### src/rtl/dummy_sel_regs.svh
`ifndef DUMMY_SEL_REGS_SVH
`define DUMMY_SEL_REGS_SVH

// ----------------------------------------------------------------------------
// Field widths and reset values
// ----------------------------------------------------------------------------
// Width of the dummy-count field of the read-parameter register.
`define DSEL_CNT_W 4
// Reset value of the persistent and the volatile dummy-count copies.
`define DSEL_PARAM_RST 4'h0
// Field value that selects the per-command default count.
`define DSEL_USE_DEFAULT 4'h0

// ----------------------------------------------------------------------------
// Per-command default dummy counts
// ----------------------------------------------------------------------------
`define DSEL_DEF_FAST_SPI 4'h8
`define DSEL_DEF_FAST_QUAD 4'h6
`define DSEL_DEF_DUAL_OUT 4'h8
`define DSEL_DEF_DUAL_IO 4'h4
`define DSEL_DEF_QUAD_OUT 4'h8
`define DSEL_DEF_QUAD_IO 4'h6

// ----------------------------------------------------------------------------
// Read command opcodes
// ----------------------------------------------------------------------------
`define OP_FAST_READ 8'h0b
`define OP_FAST_READ_4B 8'h0c
`define OP_FAST_READ_DR 8'h0d
`define OP_FAST_READ_DR_4B 8'h0e
`define OP_DUAL_OUT 8'h3b
`define OP_DUAL_OUT_4B 8'h3c
`define OP_DUAL_IO 8'hbb
`define OP_DUAL_IO_4B 8'hbc
`define OP_DUAL_IO_DR 8'hbd
`define OP_DUAL_IO_DR_4B 8'hbe
`define OP_QUAD_OUT 8'h6b
`define OP_QUAD_OUT_4B 8'h6c
`define OP_QUAD_IO 8'heb
`define OP_QUAD_IO_4B 8'hec
`define OP_QUAD_IO_DR 8'hed
`define OP_QUAD_IO_DR_4B 8'hee

`endif

### src/rtl/dummy_sel_pkg.sv
`include "dummy_sel_regs.svh"

package dummy_sel_pkg;

  // Sequencer phases of one read command.
  typedef enum logic [1:0] {
    ST_IDLE,
    ST_DUMMY,
    ST_DATA
  } phase_e;

  // Whole state of the top module, registered in one process.
  typedef struct packed {
    logic sclk_s1;
    logic sclk_s2;
    logic sclk_s3;
    logic csn_s1;
    logic csn_s2;
    phase_e phase;
    logic [`DSEL_CNT_W-1:0] remain;
    logic [`DSEL_CNT_W-1:0] nv_param;
    logic [`DSEL_CNT_W-1:0] vol_param;
    logic [`DSEL_CNT_W-1:0] count;
    logic data_oe;
    logic dummy_active;
    logic reject;
  } dsel_state_s;

endpackage

### src/rtl/dummy_sel_if.sv
`timescale 1ns/1ps
`include "dummy_sel_regs.svh"

// Lookup request from the sequencer and the selected count coming back.
interface dummy_sel_if;
  logic [7:0] opcode;
  logic quad_mode;
  logic [`DSEL_CNT_W-1:0] param;
  logic [`DSEL_CNT_W-1:0] count;
  logic known;
  logic reject;

  modport requester (output opcode, output quad_mode, output param,
                     input count, input known, input reject);
  modport table_side (input opcode, input quad_mode, input param,
                      output count, output known, output reject);
endinterface

### src/rtl/dummy_count_lookup.sv
`timescale 1ns/1ps
`include "dummy_sel_regs.svh"

// Combinational map from command, mode and register field to a dummy count.
module dummy_count_lookup #(
  parameter logic [7:0] OP_UNIQUE_ID = 8'h4b, // Value is arbitrary.
  parameter logic [7:0] OP_INFO_ROW = 8'h64 // Value is arbitrary.
) (
  dummy_sel_if.table_side lk
);

  // --------------------------------------------------------------------------
  // Default count per command
  // --------------------------------------------------------------------------
  // Decode runs on every cycle; the sequencer only samples it at the start.
  always_comb begin
    logic [`DSEL_CNT_W-1:0] def;
    def = `DSEL_USE_DEFAULT;
    lk.known = 1'b1;
    lk.reject = 1'b0;
    case (lk.opcode)
      `OP_FAST_READ, `OP_FAST_READ_4B, `OP_FAST_READ_DR, `OP_FAST_READ_DR_4B,
      OP_UNIQUE_ID, OP_INFO_ROW: begin
        // Identifier and information-row reads share the fast read defaults.
        def = lk.quad_mode ? `DSEL_DEF_FAST_QUAD : `DSEL_DEF_FAST_SPI;
      end
      `OP_DUAL_OUT, `OP_DUAL_OUT_4B: begin
        def = `DSEL_DEF_DUAL_OUT;
      end
      `OP_DUAL_IO, `OP_DUAL_IO_4B: begin
        def = `DSEL_DEF_DUAL_IO;
      end
      `OP_DUAL_IO_DR, `OP_DUAL_IO_DR_4B: begin
        def = `DSEL_DEF_DUAL_IO;
        // The double-rate dual read exists only with single-line commands.
        lk.reject = lk.quad_mode;
      end
      `OP_QUAD_OUT, `OP_QUAD_OUT_4B: begin
        def = `DSEL_DEF_QUAD_OUT;
      end
      `OP_QUAD_IO, `OP_QUAD_IO_4B, `OP_QUAD_IO_DR, `OP_QUAD_IO_DR_4B: begin
        def = `DSEL_DEF_QUAD_IO;
      end
      default: begin
        // Not a read that takes dummy cycles.
        lk.known = 1'b0;
      end
    endcase
    // Zero picks the default, anything else is taken literally.
    lk.count = (lk.param == `DSEL_USE_DEFAULT) ? def : lk.param;
  end

endmodule // dummy_count_lookup

### src/rtl/read_dummy_cycle_select.sv
// Summary of operation
// Zero selects default; 1..15 inserts exactly that.
// Fast read default 8, quad-command mode 6.
// Dual-output read default is 8 cycles.
// Dual-I/O read, both rates, default 4.
// Quad-output read default is 8 cycles.
// Quad-I/O read, all forms, default 6.
// Identifier and info-row reads follow fast read.
// Host programs count sufficient for its clock.
// Host: quad fast read 81MHz, 166MHz needs 14.
// Mode don't-care bits undriven, no line contention.
// Double-rate dual read refused in quad-command mode.
// Four register bits hold count, host-writable.
// Outputs released in dummy; drive after last.
`timescale 1ns/1ps
`include "dummy_sel_regs.svh"

module read_dummy_cycle_select (
  input wire logic i_core_clk,
  input wire logic i_nrst,
  input wire logic i_sclk,
  input wire logic i_cs_n,
  input wire logic i_dummy_start,
  input wire logic [7:0] i_opcode,
  input wire logic i_quad_command_mode,
  input wire logic i_param_wr,
  input wire logic i_param_persist,
  input wire logic [`DSEL_CNT_W-1:0] i_param_data,
  output logic o_data_oe,
  output logic o_dummy_active,
  output logic o_cmd_reject,
  output logic [`DSEL_CNT_W-1:0] o_dummy_count,
  output logic [`DSEL_CNT_W-1:0] o_param_volatile,
  output logic [`DSEL_CNT_W-1:0] o_param_persist
);

  // --------------------------------------------------------------------------
  // State and lookup
  // --------------------------------------------------------------------------
  dummy_sel_pkg::dsel_state_s st; // Registered state.
  dummy_sel_pkg::dsel_state_s next_st; // Value for the next edge.
  logic sclk_rise; // One-cycle mark of a serial clock rising edge.
  logic go; // A dummy phase starts this cycle.

  // The interface keeps the lookup request and its answer together.
  dummy_sel_if lk_if ();

  // The lookup always sees the live volatile copy, so a register write is
  // effective for the very next command.
  assign lk_if.opcode = i_opcode;
  assign lk_if.quad_mode = i_quad_command_mode;
  assign lk_if.param = st.vol_param;

  // Purely combinational; its answer matters only in the cycle of a start.
  dummy_count_lookup u_lookup (
    .lk(lk_if.table_side)
  );

  // Edge found on the second and third stages only; the first stage feeds
  // nothing but the second, to keep metastability out of the decode.
  assign sclk_rise = st.sclk_s2 & ~st.sclk_s3;
  // A start while chip-select still reads high, or for an unknown opcode, is dropped.
  assign go = (st.phase == dummy_sel_pkg::ST_IDLE) & i_dummy_start & ~st.csn_s2 &
              lk_if.known & ~lk_if.reject;

  // --------------------------------------------------------------------------
  // Next-state logic
  // --------------------------------------------------------------------------
  always_comb begin
    next_st = st;
    next_st.sclk_s1 = i_sclk;
    next_st.sclk_s2 = st.sclk_s1;
    next_st.sclk_s3 = st.sclk_s2;
    next_st.csn_s1 = i_cs_n;
    next_st.csn_s2 = st.csn_s1;
    next_st.reject = 1'b0;

    // Software-visible copies; only the volatile one feeds the lookup, and reset loads both with DSEL_PARAM_RST.
    if (i_param_wr && i_param_persist) begin
      next_st.nv_param = i_param_data;
    end
    if (i_param_wr && !i_param_persist) begin
      next_st.vol_param = i_param_data;
    end

    case (st.phase)
      dummy_sel_pkg::ST_IDLE: begin
        // Outputs stay released through address and mode bits.
        next_st.data_oe = 1'b0;
        if (go) begin
          // The working count and the copy shown to the host load together.
          next_st.phase = dummy_sel_pkg::ST_DUMMY;
          next_st.remain = lk_if.count;
          next_st.count = lk_if.count;
          next_st.dummy_active = 1'b1;
        end else if (i_dummy_start && !st.csn_s2 && lk_if.reject) begin
          // Refused command: no dummy phase and no data drive.
          next_st.reject = 1'b1;
        end
      end
      dummy_sel_pkg::ST_DUMMY: begin
        // Lines stay high-impedance; the host may still float mode bits.
        if (sclk_rise) begin
          next_st.remain = st.remain - 4'h1;
          if (st.remain == 4'h1) begin
            // The last dummy edge hands the lines to read data.
            next_st.phase = dummy_sel_pkg::ST_DATA;
            next_st.dummy_active = 1'b0;
            next_st.data_oe = 1'b1;
          end
        end
      end
      dummy_sel_pkg::ST_DATA: begin
        // The data phase lasts until the host deselects the device.
        next_st.data_oe = 1'b1;
      end
      default: begin
        // An illegal phase code falls back to idle.
        next_st.phase = dummy_sel_pkg::ST_IDLE;
      end
    endcase

    // Chip-select going high ends the command whatever the phase.
    if (st.csn_s2) begin
      next_st.phase = dummy_sel_pkg::ST_IDLE;
      next_st.data_oe = 1'b0;
      next_st.dummy_active = 1'b0;
      next_st.remain = 4'h0;
    end
  end

  // --------------------------------------------------------------------------
  // State register
  // --------------------------------------------------------------------------
  // Chip-select synchronisers reset to deselected so nothing starts early.
  // The serial clock stages reset to the parked level, so no false edge follows reset.
  always_ff @(posedge i_core_clk or negedge i_nrst) begin
    if (!i_nrst) begin
      st <= '0;
      st.csn_s1 <= 1'b1;
      st.csn_s2 <= 1'b1;
      st.nv_param <= `DSEL_PARAM_RST;
      st.vol_param <= `DSEL_PARAM_RST;
    end else begin
      st <= next_st;
    end
  end

  // --------------------------------------------------------------------------
  // Outputs
  // --------------------------------------------------------------------------
  // Every output is a field of the state register, so none can glitch.
  assign o_data_oe = st.data_oe;
  assign o_dummy_active = st.dummy_active;
  assign o_cmd_reject = st.reject;
  assign o_dummy_count = st.count;
  assign o_param_volatile = st.vol_param;
  assign o_param_persist = st.nv_param;

  logic fast_op; // Fast read or one of the reads sharing its defaults.
  assign fast_op = (i_opcode inside {`OP_FAST_READ, `OP_FAST_READ_4B, `OP_FAST_READ_DR,
                    `OP_FAST_READ_DR_4B, u_lookup.OP_UNIQUE_ID, u_lookup.OP_INFO_ROW});
endmodule // read_dummy_cycle_select
### config.mk
export PLATFORM = sky130hd
export DESIGN_NAME = read_dummy_cycle_select
export DESIGN_NICKNAME = d
export VERILOG_FILES = /design/src/rtl/dummy_sel_pkg.sv /design/src/rtl/dummy_sel_if.sv /design/src/rtl/dummy_count_lookup.sv /design/src/rtl/read_dummy_cycle_select.sv
export VERILOG_INCLUDE_DIRS = /design/src /design/src/rtl
export SDC_FILE = /design/constraint.sdc
export NUM_CORES = 1
export LEC_CHECK = 0
export BUFFER_PORTS_ARGS = -buffer_cell sky130_fd_sc_hd__buf_2
export CORE_MARGIN = 1
export CORE_UTILIZATION = 35
export CTS_BUF_LIST = sky130_fd_sc_hd__clkbuf_2
export DETAILED_ROUTE_END_ITERATION = 12
export PLACE_DENSITY_LB_ADDON = 0.08
export SETUP_SLACK_MARGIN = 0.05
export SLEW_MARGIN = 20
export SYNTH_ARGS = -nofsm -noshare
export SYNTH_HDL_FRONTEND = slang
export SYNTH_SLANG_ARGS = --single-unit
### constraint.sdc
create_clock -name i_core_clk -period 2.54 [get_ports i_core_clk]
set_input_delay 0.508 -clock i_core_clk [delete_from_list [all_inputs] [get_ports i_core_clk]]
set_output_delay 0.508 -clock i_core_clk [all_outputs]
set_load 0.03 [all_outputs]
# Word-level counts from Yosys, hierarchy flattened
# Index checks and enable logic that the tools add are counted.
op_classes:
  n_mul: 0
  n_reduce_logical: 21
  magnitude_cmp: 0
  mux: 19
  bitwise_logic: 8
  shifts: 0
  div: 0
  addsub: 1
  eq_ne: 25
ops:
  columns: ["cell", "count"]
  rows:
  - ["$eq A8 B8 Y1 const B", 8]
  - ["$eq A8 B4 Y1 const B", 4]
  - ["$eq A8 B7 Y1 const B", 4]
  - ["$mux W6", 3]
  - ["$reduce_or A18 Y1", 1]
  - ["$eq A8 B6 Y1 const B", 2]
  - ["$pmux W4 S4", 1]
  - ["$reduce_or A4 Y1", 3]
  - ["$ne A3 B3 Y1 const B", 3]
  - ["$mux W4", 2]
  - ["$pmux W4 S2", 1]
  - ["$reduce_and A4 Y1", 2]
  - ["$mux W1", 6]
  - ["$mux W2", 3]
  - ["$pmux W2 S3", 1]
  - ["$reduce_and A3 Y1", 2]
  - ["$reduce_or A6 Y1", 1]
  - ["$and A1 B1 Y1", 5]
  - ["$eq A4 B1 Y1 const B", 1]
  - ["$logic_and A1 B1 Y1", 4]
  - ["$logic_not A4 Y1", 1]
  - ["$reduce_bool A4 Y1", 1]
  - ["$sub A4 B1 Y4 const B", 1]
  - ["$not A1 Y1", 3]
  - ["10 further kinds", 11]
totals:
  elab_cells: 87
  ff_bits: 26
  ramBits: 0
  latch_bits: 0
  rom_bits: 0
  input_bits: 20
  out_inout_bits: 15
  mem_count: 0

# Depth between registers and ports, before layout
# Gate-level depths: netlist (run 1).
logic_depth:
  word_depth: 8
  ltp_mapped: 8
  ltp_nobuf: 8

# Hierarchy
# A second synthesis (run 1) with hierarchy kept.
unflattened:
  hier_cells: 142
  hier_area_um2: 1492.7
by_module_without_submodules:
  columns: ["module", "seq_area_each_um2", "area_per_inst_um2", "n_inst", "cells_per_inst"]
  rows:
  - ["read_dummy_cycle_select", 653.1, 1271.2, 1, 111]
  - ["dummy_count_lookup", 0.0, 221.5, 1, 31]

# Least setup slack after synthesis (run 1)
# OpenSTA, ideal clock, no wires.
synth_timing:
  kind: "input port to flip-flop"
  from: "input port i_opcode[1]"
  to: "register st, in the netlist o_dummy_count[0]"
  n_path_buf: 1
  stages: 6
  slack_ns: 0.523
  setup_time_ns: 0.125
  t_required_ns: 2.415
  arrival_time_ns: 1.892
  path_cell_list: "and3b_1 -> buf_6 -> o2111ai_2 -> o21ai_2 -> o311ai_4 -> mux2_4"
synth_via:
  elab_chain_cells: 6
  word_cells_on_any_way: 32
  classes_between: "eq/ne: 18; mux: 4; bitwise: 3; reduce/logical: 7"
synth_rtl:
  columns: ["item", "line", "text"]
  rows:
  - ["start, declared", "read_dummy_cycle_select.sv:24", "input wire logic [7:0] i_opcode,"]
  - ["$eq A8 B4 Y1, or another cell as far along", "dummy_count_lookup.sv:21", "case (lk.opcode)"]
  - ["$reduce_or A18 Y1 (no source line) or $reduce_or A2 Y1 (tied branches)", null, null]
  - ["$mux W1", "dummy_count_lookup.sv:21", null]
  - ["$and A1 B1 Y1 or $not A1 Y1 (tied branches)", "read_dummy_cycle_select.sv:63, read_dummy_cycle_select.sv:64", null]
  - ["$and A1 B1 Y1", "read_dummy_cycle_select.sv:64", "lk_if.known & ~lk_if.reject;"]
  - ["$reduce_and A2 Y1 (no source line)", null, null]
  - ["end signal, assigned", "read_dummy_cycle_select.sv:145", "st <= next_st;"]
  - ["end, declared", "read_dummy_cycle_select.sv:40", "dummy_sel_pkg::dsel_state_s st;"]
# Parallel ways exist; a longest one is shown, timed or not.
# A chain may end at the register's enable or synchronous reset.

# Worst setup path after layout (run 1)
layout_timing:
  from: "register st[20] (netlist bit)"
  to: "register st[15] (netlist bit)"
layout_via:
  elab_chain_cells: 7
  word_cells_on_any_way: 12
  classes_between: "eq/ne: 3; mux: 2; bitwise: 4; reduce/logical: 3"
layout_rtl:
  columns: ["item", "line", "text"]
  rows:
  - ["$logic_not A2 Y1", "read_dummy_cycle_select.sv:63, read_dummy_cycle_select.sv:86", null]
  - ["$and A1 B1 Y1 (3 in a row)", "read_dummy_cycle_select.sv:63", "assign go = (st.phase == dummy_sel_pkg::ST_IDLE) & i_dummy_start & ~st.csn_s2 &"]
  - ["$and A1 B1 Y1", "read_dummy_cycle_select.sv:64", null]
  - ["$ne A3 B3 Y1 (no source line)", null, null]
  - ["$reduce_and A3 Y1 (no source line)", null, null]
# Parallel ways exist; a longest one is shown, timed or not.

==> results_dict.tcl, run 1 <==
set metrics [dict create \
    ys_ff_latch 26 \
    synth_area_um2 1690 \
    post-place-ws_ns 0.264 \
    dp.cells 238 \
    worstSkewPairLatency_ns 0.36 \
    wirelength_um 3630 \
    arrival_ns 2.53 \
    ff2ff_path_depth 8 \
    rsz0062_at_grt "no" \
    dpl.hpwl_um 2830 \
    die_w_um 71.5 \
    r2r_slack_ns 0.33 \
    cts_max_path_buffers 2 \
    grt_max_degree 27 \
    clock-sinks 26 \
    htreeDepth 1 \
    num_rows 24 \
    synth_cell_types 55 \
    hold_viol 0 \
    antenna_found_initial 0 \
    fin_setup_tns_ns 0 \
    area_growth_pct 10.2 \
    cts_setup_buffers 0 \
    drc 0 \
    fin_util 0.414 \
    yosysSeqAreaShare 0.386 \
    io_buffers 34 \
    critPathKind "register to register" \
    grt_first_pass_wirelength_um 5910 \
    die_h_um 71.5 \
    outcome "completed" \
    maxSlewHeadroom 0.612 \
    start_util 0.376 \
    postCtsHoldBufs 0 \
    core-area_um2 4500 \
    finalCriticalPeriod_ns 2.21 \
    power.leakage_nw 0.827 \
    cts_buffers 3 \
    hold-worst-slack_ns 0.100 \
    clockRootBuffer "clkbuf_2" \
    total_power_mw 1.39 \
    clock.fmax_ghz 0.452 \
    worstSetupEndpoint "st[15]$_DFFE_PN0P_" \
    crit_start "st[20]$_DFFE_PN0P_" \
    finalSetupViolCount 0 \
    dieArea_um2 5120 \
    cts_resized 0 \
    synthTopCellsByArea "dfrtp_1 35%, buf_4 5.3%, mux2_2 4.7%" \
    postRouteAntennaNets 0 \
    synth_fp_nets 192 \
    grt_pass1_vias 1255 \
    synth_top_cell_area_share 0.355 \
    required_ns 2.85 \
    placed_area_um2 1820 \
    fin_crit_sh 0.871 \
    synth-async-reset-ratio 1.00 \
    slew_viol_final 0 \
    fillers 448 \
    vias_per_cell 5.33 \
    track_usage 0.150 \
    clk_pin_slew_worst_paths_ns 0.25 \
    start_kind "register" \
    cts_tree "done" \
    tightest_slew_ns 0.582 \
    vdd_drop_max_v 0.000336 \
    pin_count 35 \
    dr.pass1.iters 4 \
    fin_nets 217 \
    antennaDiodeCount 0 \
    via_count 1289 \
    maxCapViolCount 0 \
    wl_per_cell_um 15.0 \
    synth_edf_count 0 \
    instances_no_fill 242 \
    drive_gt1_frac 0.326 \
    crit_path_max_fanout 10 \
    critPathCaptureType "register" \
    finalClockSkew_ns 0.00732 \
    timing.final.ws_setup_ns 0.328 \
    grt_overflow 0 \
    r2r_end "st[15]$_DFFE_PN0P_" \
    synth_warnings 0 \
    worstHoldPathType "primary input to asynchronous set/reset pin" \
    design_area_um2 1870 \
    drt_iter0_markers 48 \
    gp_congestion 0.784 \
    syn_inst 166 \
    synth_area_per_cell_um2 10.2 \
    synth_ff_type "dfrtp_1" \
    cellPowerDensity_nw_per_um2 745 \
    reg2reg_from "st[20]$_DFFE_PN0P_" \
    synth_top_area_cell "dfrtp_1" \
]
==> placed cells by master, fill, tap and decap left out, types with 3 or more instances in the layout <==
cell       n
o21ai_0    9
nor3b_1    3
clkbuf_2   3
ha_1       6
dfrtp_1   24
nand2_1   11
buf_2     34
mux2_2     7
a211oi_1   3
nor2_1     8
o31ai_1    4
nor2b_1    7
inv_1     10
nand3_1    3
a21oi_1    6
==> sequential cells by signal, summed over array words and instances (netlist names) <==
name and cells:
o_param_persist 4, next_st 3, o_dummy_active 1, o_dummy_count 4
o_data_oe 1, o_param_volatile 4, o_cmd_reject 1, st 8
==> cell usage after synthesis (all sizes together), types with 2 or more instances <==
| master | instances |
|---|---|
| nor3b | 4 |
| a31oi | 2 |
| o31ai | 5 |
| inv | 10 |
| and2b | 2 |
| a211o | 3 |
| o22ai | 2 |
| a21o | 2 |
| clkbuf | 3 |
| nand3 | 3 |
| nor2 | 8 |
| nand2 | 12 |
| buf | 13 |
| mux2 | 8 |
| dfstp | 2 |
| dfrtp | 24 |
| o311ai | 3 |
| nor4b | 2 |
| nor3 | 2 |
| a21oi | 7 |
| nor2b | 7 |
| a211oi | 3 |
| ha | 6 |
| and3 | 2 |
| o21ai | 13 |
==> routing by layer <==
layer,global-route usage,share of wire,vias up
li1,-,-,644
met1,0.198,0.47,601
met2,0.249,0.46,42
met3,0.0352,0.059,2
met4,0.0392,0.0080,0
met5,0,0,-
==> power by group <==
part	leakage (nW)	internal (mW)	switching, mW
Combinational	0.478	0.207	0.344
Sequential	0.322	0.502	0.0759
Clock	0.0266	0.135	0.127
==> worst min-delay path by stage <==
stage | start | end | slack (ns) | cells after the start
floorplan | i_nrst | next_st[23]$_DFF_PN0_ | 0.21 | 0
global placement | next_st[24]$_DFF_PN0_ | next_st[23]$_DFF_PN0_ | 0.33 | 0
detailed placement | next_st[24]$_DFF_PN0_ | next_st[23]$_DFF_PN0_ | 0.35 | 0
CTS | i_nrst | st[23]$_DFF_PN0_ | 0.09 | 1
global route | i_nrst | o_param_volatile[3]$_DFFE_PN0P_ | 0.1 | 1
finish | i_nrst | o_cmd_reject$_DFF_PN0_ | 0.10 | 1
==> cells by family (layout without fill, tap and decap cells) <==
family                     count (synthesis)  count (layout)  share of synthesized area
buffers and inverters                     26              50                     0.0946
and+or+nand+nor                           50              50                      0.174
DFF                                       26              26                      0.386
adders and majority gates                  6               6                     0.0443
xor gates and xnor gates                   1               1                    0.00517
muxes                                      8               8                     0.0554
AOI/OAI and AO/OA                         49              49                      0.240
==> cell type report <==
class | instances | area, µm² | share of cell area
Clock buffer | 3 | 15.0 | 0.00805
Clock inverter | 1 | 30.0 | 0.0161
Inverter | 10 | 37.5 | 0.0201
Multi-Input combinational cell | 114 | 880 | 0.471
Sequential cell | 26 | 653 | 0.350
Tap cell | 52 | 65.1 | 0.0349
Timing Repair Buffer | 36 | 185 | 0.0993
==> worst max-delay path: stages, from the launching register on <==
cell	delay [ns]
dfrtp_1	0.47
inv_1	0.14
ha_1	0.32
nor2b_1	0.22
a211oi_1	0.07
a21oi_1	0.21
o31ai_4	0.16
or4_1	0.48
o21ai_1	0.09
Power figures use the tool's default switching activity.
==> run 2: changes to the inputs <==
Settings changed: GPL_TIMING_DRIVEN set to 0.
==> run 2 against run 1 <==
  * Count of clock-buffer cells in the layout unchanged
  * Total power up 3.8%
  * First-iteration DRC count up 2.1%
  * Die area unchanged
  * Largest cell class unchanged
==> results_dict.tcl, run 2 (same netlist as run 1, synthesis figures left out) <==
set metrics [dict create \
    required_ns 2.86 \
    htreeDepth 1 \
    fin_util 0.438 \
    io_buffers 34 \
    vdd_drop_max_v 0.000446 \
    wirelength_um 3620 \
    worstSkewPairLatency_ns 0.36 \
    vias_per_cell 5.33 \
    core-area_um2 4500 \
    area_growth_pct 16.6 \
    fin_setup_tns_ns 0 \
    top_register "st" \
    maxCapViolCount 0 \
    cts_tree "done" \
    hold-worst-slack_ns 0.0927 \
    final_common_cell "buf_2" \
    drc 0 \
    post-place-ws_ns 0.192 \
    outcome "completed" \
    gp_congestion 0.819 \
    track_usage 0.156 \
    p_sw_mw 0.554 \
    cts_setup_buffers 0 \
    grt_first_pass_wirelength_um 6380 \
    postRouteAntennaNets 0 \
    antennaDiodeCount 0 \
    finalCriticalPeriod_ns 2.24 \
    hold_viol 0 \
    grt_overflow 0 \
    final_cell_mix "34 x buf_2, 24 x dfrtp_1, 12 x buf_4" \
    postCtsHoldBufs 0 \
    seq_power_share 0.396 \
    tightest_slew_ns 0.606 \
    r2r_slack_ns 0.30 \
    dr.max_layer_used "met4" \
    critPathCaptureType "register" \
    arrival_ns 2.56 \
    rsz0062_at_grt "no" \
    dr_wl_met2_um 1710 \
    largest_register_ffs 8 \
    design_area_um2 1970 \
    pin_count 35 \
    num_rows 24 \
    dpl.hpwl_um 2750 \
    clk_pin_slew_worst_paths_ns 0.26 \
    critPathKind "register to register" \
    clockRootBuffer "clkbuf_2" \
    fin_crit_sh 0.882 \
    placed_area_um2 1930 \
    cellPowerDensity_nw_per_um2 731 \
    cts_max_path_buffers 2 \
    clock-sinks 26 \
    dr_wl_met3_um 153 \
    cts_buffers 3 \
    die_w_um 71.5 \
    wl_per_cell_um 14.1 \
    finalClockSkew_ns 0.00451 \
    clock.fmax_ghz 0.447 \
    drt_iter0_markers 49 \
    dr.pass1.iters 4 \
    finalSetupViolCount 0 \
    dieArea_um2 5120 \
    reg2reg_from "st[19]$_DFFE_PN0P_" \
    antenna_found_initial 0 \
    crit_path_max_fanout 10 \
    wl_met1_um 1690 \
    fin_nets 231 \
    intPower_mw 0.889 \
    maxSlewHeadroom 0.596 \
    crit_start "st[19]$_DFFE_PN0P_" \
    worstHoldPathType "primary input to asynchronous set/reset pin" \
    drive_gt1_frac 0.368 \
    slew_viol_final 0 \
    clockPowerShare 0.186 \
    grt_pass1_vias 1431 \
    timing.final.ws_setup_ns 0.301 \
    die_h_um 71.5 \
    power.leakage_nw 0.895 \
    grt_max_degree 27 \
    comb_power_share 0.418 \
    p_sw_frac 0.384 \
    start_kind "register" \
    start_util 0.376 \
    via_count 1365 \
]
-- run 2: cell types whose count changed in the layout (fill, tap and decap cells not counted), sizes merged --
cell | before | now
buf | 36 | 47
clkbuf | 3 | 6
-- run 2: area by class of cell --
cell class | instances | area, µm²
plain buffers | 16 | 124
flip-flops and latches | 26 | 653
repair buffers | 34 | 170
clock buffers | 3 | 15.0
inverters | 10 | 37.5
clock inverters | 1 | 30.0
fillers | 448 | 2530
well taps | 52 | 65.1
multi-input cells | 114 | 880
-- run 2: worst paths after layout --
kind | depth (start not counted) | end
worst max-delay path | 8 | st[15]$_DFFE_PN0P_
worst min-delay path | 1 | o_cmd_reject$_DFF_PN0_
worst max register to register | 8 | st[15]$_DFFE_PN0P_
worst min register to register | 0 | st[21]$_DFF_PN1_
max in group asynchronous | 1 | st[21]$_DFF_PN1_
min in group i_core_clk | 1 | next_st[21]$_DFF_PN1_
-- run 2: repair_timing --
| action | 4_1_cts | 5_1_grt |
|---|---|---|
| setup endpoints to repair | 0 | 2 |
| gates resized for setup | 0 | 2 |
| hold endpoints to repair | 0 | 0 |
-- run 2: layer usage --
layer,up-vias,track usage
li1,667,-
met5,-,0
met2,39,0.266
met1,651,0.199
met4,0,0.0458
met3,8,0.0352
-- run 2: power by group through the flow --
stage,sequential (mW),combinational (mW),clock [mW]
floorplan,0.583,0.440,0
global placement,0.574,0.593,0
detailed placement,0.581,0.603,0
CTS,0.573,0.607,0.276
global route,0.588,0.674,0.296
finish,0.571,0.603,0.269
-- run 2: through the flow --
step | cells | power [mW]
after floorplan | 166 | 1.02
after global placement | 252 | 1.17
after detailed placement | 252 | 1.18
after CTS | 256 | 1.46
after global routing | 256 | 1.56
final | 256 | 1.44
-- run 2: worst max-delay path, stage by stage, from the launching register on --
cell	delay [ns]
dfrtp_1	0.47
inv_1	0.15
ha_1	0.32
nor2b_1	0.22
a211oi_1	0.07
a21oi_1	0.21
o31ai_4	0.17
or4_1	0.49
o21ai_1	0.09
==> run 3: changes to the inputs <==
Settings changed: CORE_UTILIZATION 35 to 41, SYNTH_HIERARCHICAL set to 1.
==> run 3 against run 2 <==
  * Sequential share of layout area increased by 4.3 points
  * Cell count decreased by 12%
  * Maximum frequency decreased by 7.1%
  * Design area decreased by 12%
  * Sequential power increased by 2%
  * Combinational power increased by 3%
  * Sequential cell count unchanged
  * Register-to-register slack improved by 0.09 ns
  * Clock power decreased by 41%
  * Critical endpoint is now st[18]$_DFFE_PN0P_
  * Highest routed layer unchanged
==> results_dict.tcl, run 3 <==
set metrics [dict create \
    grt_max_degree 27 \
    ys_ff_latch 26 \
    grt_overflow 0 \
    synth-async-reset-ratio 1.00 \
    finalCriticalPeriod_ns 2.41 \
    required_ns 2.82 \
    synth_ff_type "dfrtp_1" \
    dr.pass1.iters 4 \
    clk_pin_slew_worst_paths_ns 0.24 \
    dieArea_um2 3890 \
    instances_no_fill 226 \
    grt_pass1_vias 1146 \
    grt_first_pass_wirelength_um 5150 \
    top_register "st" \
    crit_path_top_delay_cell "or4_1" \
    rsz0062_at_grt "no" \
    maxCapViolCount 0 \
    htreeDepth 1 \
    cts_max_path_buffers 2 \
    core-area_um2 3420 \
    io_buffers 34 \
    dpl.hpwl_um 2320 \
    area_growth_pct 17.0 \
    via_count 1181 \
    wl_per_cell_um 13.2 \
    dp.cells 222 \
    synthTopCellsByArea "dfrtp_1 40%, mux2_2 8.3%, buf_4 6.0%" \
    outcome "completed" \
    drt_iter0_markers 59 \
    worstHoldPathType "primary input to asynchronous set/reset pin" \
    antennaDiodeCount 0 \
    tightest_slew_ns 0.649 \
    cts_tree "done" \
    finalSetupViolCount 0 \
    fin_crit_sh 0.949 \
    slew_viol_final 0 \
    clock.fmax_ghz 0.415 \
    hold_viol 0 \
    start_util 0.437 \
    wirelength_um 2990 \
    cts_buffers 3 \
    synth_top_cell_area_share 0.402 \
    vdd_drop_max_v 0.000361 \
    synth_area_per_cell_um2 10.5 \
    maxSlewHeadroom 0.564 \
    antenna_found_initial 0 \
    clockRootBuffer "clkbuf_2" \
    postCtsHoldBufs 0 \
    final_common_cell "buf_2" \
    cellPowerDensity_nw_per_um2 779 \
    synth_cell_types 45 \
    critPathCaptureType "register" \
    arrival_ns 2.70 \
    largest_register_ffs 8 \
    synth_area_um2 1490 \
    die_h_um 62.3 \
    synth_warnings 6 \
    vias_per_cell 5.23 \
    synth.most_common_cell "dfrtp_1" \
    clock-sinks 26 \
    num_rows 21 \
    fin_nets 207 \
    start_kind "primary input" \
    syn_inst 142 \
    synth_commonest_cells "24 x dfrtp_1, 12 x buf_4, 11 x mux2_2" \
    cp_cell_sequence "buf_2 -> and3b_2 -> a21oi_1 -> or4_4 -> nand3_1 -> nand3b_1 -> a221o_1 -> or4_1 -> nand3_1" \
    synth_fp_nets 168 \
    drc 0 \
    critPathMaxStageDelay_ns 0.50 \
    die_w_um 62.3 \
    gp_congestion 0.799 \
    crit_path_max_fanout 8 \
    yosysSeqAreaShare 0.438 \
    final_cell_mix "34 x buf_2, 24 x dfrtp_1, 12 x buf_4" \
    pin_count 35 \
    postRouteAntennaNets 0 \
    power.leakage_nw 0.836 \
    drive_gt1_frac 0.389 \
    finalClockSkew_ns 0.0133 \
    track_usage 0.165 \
    synth_top_area_cell "dfrtp_1" \
    critPathMostFrequentCell "nand3_1" \
    synth_edf_count 0 \
    worstSkewPairLatency_ns 0.34 \
    ff2ff_path_depth 6 \
    total_power_mw 1.36 \
    critPathKind "primary input to register" \
]
[run 3: changes by cell type in the layout (fill, tap and decap cells not counted), moves of 3 or more]
cell,previous run,this run
o21ai_0,9,2
nand2b_1,1,4
o221ai_1,0,3
nor2_1,8,4
nand2_1,11,7
nor2b_1,7,4
mux2_2,7,11
nor3b_1,3,0
[run 3: per-stage QoR]
stage | hold WS [ns] | area (µm²) | TNS [ns] | util | worst slack (ns)
after floorplan | 0.212 | 1490 | 0 | - | 0.125
after global placement | 0.337 | 1720 | -0.851 | 0.504 | -0.196
after detailed placement | 0.341 | 1720 | -1.16 | 0.504 | -0.244
after CTS | 0.118 | 1740 | 0 | 0.510 | 0.120
after global routing | 0.112 | 1750 | 0 | 0.511 | 0.0988
final | 0.112 | 1750 | 0 | 0.511 | 0.129
[run 3: final cells by class]
| class | count | area (µm²) |
|---|---|---|
| fill | 331 | 1670 |
| multi-input combinational | 93 | 714 |
| sequential | 26 | 653 |
| timing repair buffer | 34 | 170 |
| buffer | 14 | 97.6 |
| tap | 46 | 57.6 |
| inverter | 9 | 33.8 |
| clock buffer | 4 | 20.0 |
[run 3: worst paths after layout]
check / startpoint / endpoint / slack [ns]
worst max register to register: st[20]$_DFFE_PN0P_ / st[18]$_DFFE_PN0P_ / 0.39
min in group i_core_clk: i_cs_n / next_st[21]$_DFF_PN1_ / 0.24
max in group asynchronous: i_nrst / st[21]$_DFF_PN1_ / 2.04
worst min-delay path: i_nrst / o_dummy_count[1]$_DFFE_PN0P_ / 0.11
worst max-delay path: i_opcode[2] / st[18]$_DFFE_PN0P_ / 0.13
worst min register to register: next_st[21]$_DFF_PN1_ / st[21]$_DFF_PN1_ / 0.37
[run 3: kinds of logic (layout without fill, tap and decap cells)]
logic type	count (synthesis)	after routing	share of synthesized area
AOI/OAI and AO/OA	24	24	0.110
xor gates and xnor gates	3	3	0.0176
adders and majority gates	6	6	0.0503
buffers and inverters	23	61	0.0880
DFF	26	26	0.438
muxes	12	12	0.0905
and+or+nand+nor	48	48	0.206
[run 3: what timing repair did]
| action | in CTS | in global routing |
|---|---|---|
| buffers inserted | 0 | 0 |
| hold endpoints to repair | 0 | 0 |
| setup endpoints to repair | 0 | 5 |
| resized for setup | 0 | 1 |
[run 3: power by group]
part	internal, mW	switching [mW]
clock network	0.0416	0.117
logic	0.264	0.357
registers	0.510	0.0707
[run 3: critical path: cells and delay by family]
family                 cells  cell delay [ns]
AOI/OAI and AO/OA          2             0.50
buffers and inverters      1             0.13
and+or+nand+nor            6             1.56
[run 3: metal layers]
layer / track usage / vias up / share of wire
li1: - / 584 / -
met1: 0.224 / 560 / 0.47
met2: 0.272 / 33 / 0.48
met3: 0.0184 / 4 / 0.033
met4: 0.0581 / 0 / 0.0094
met5: 0 / - / 0
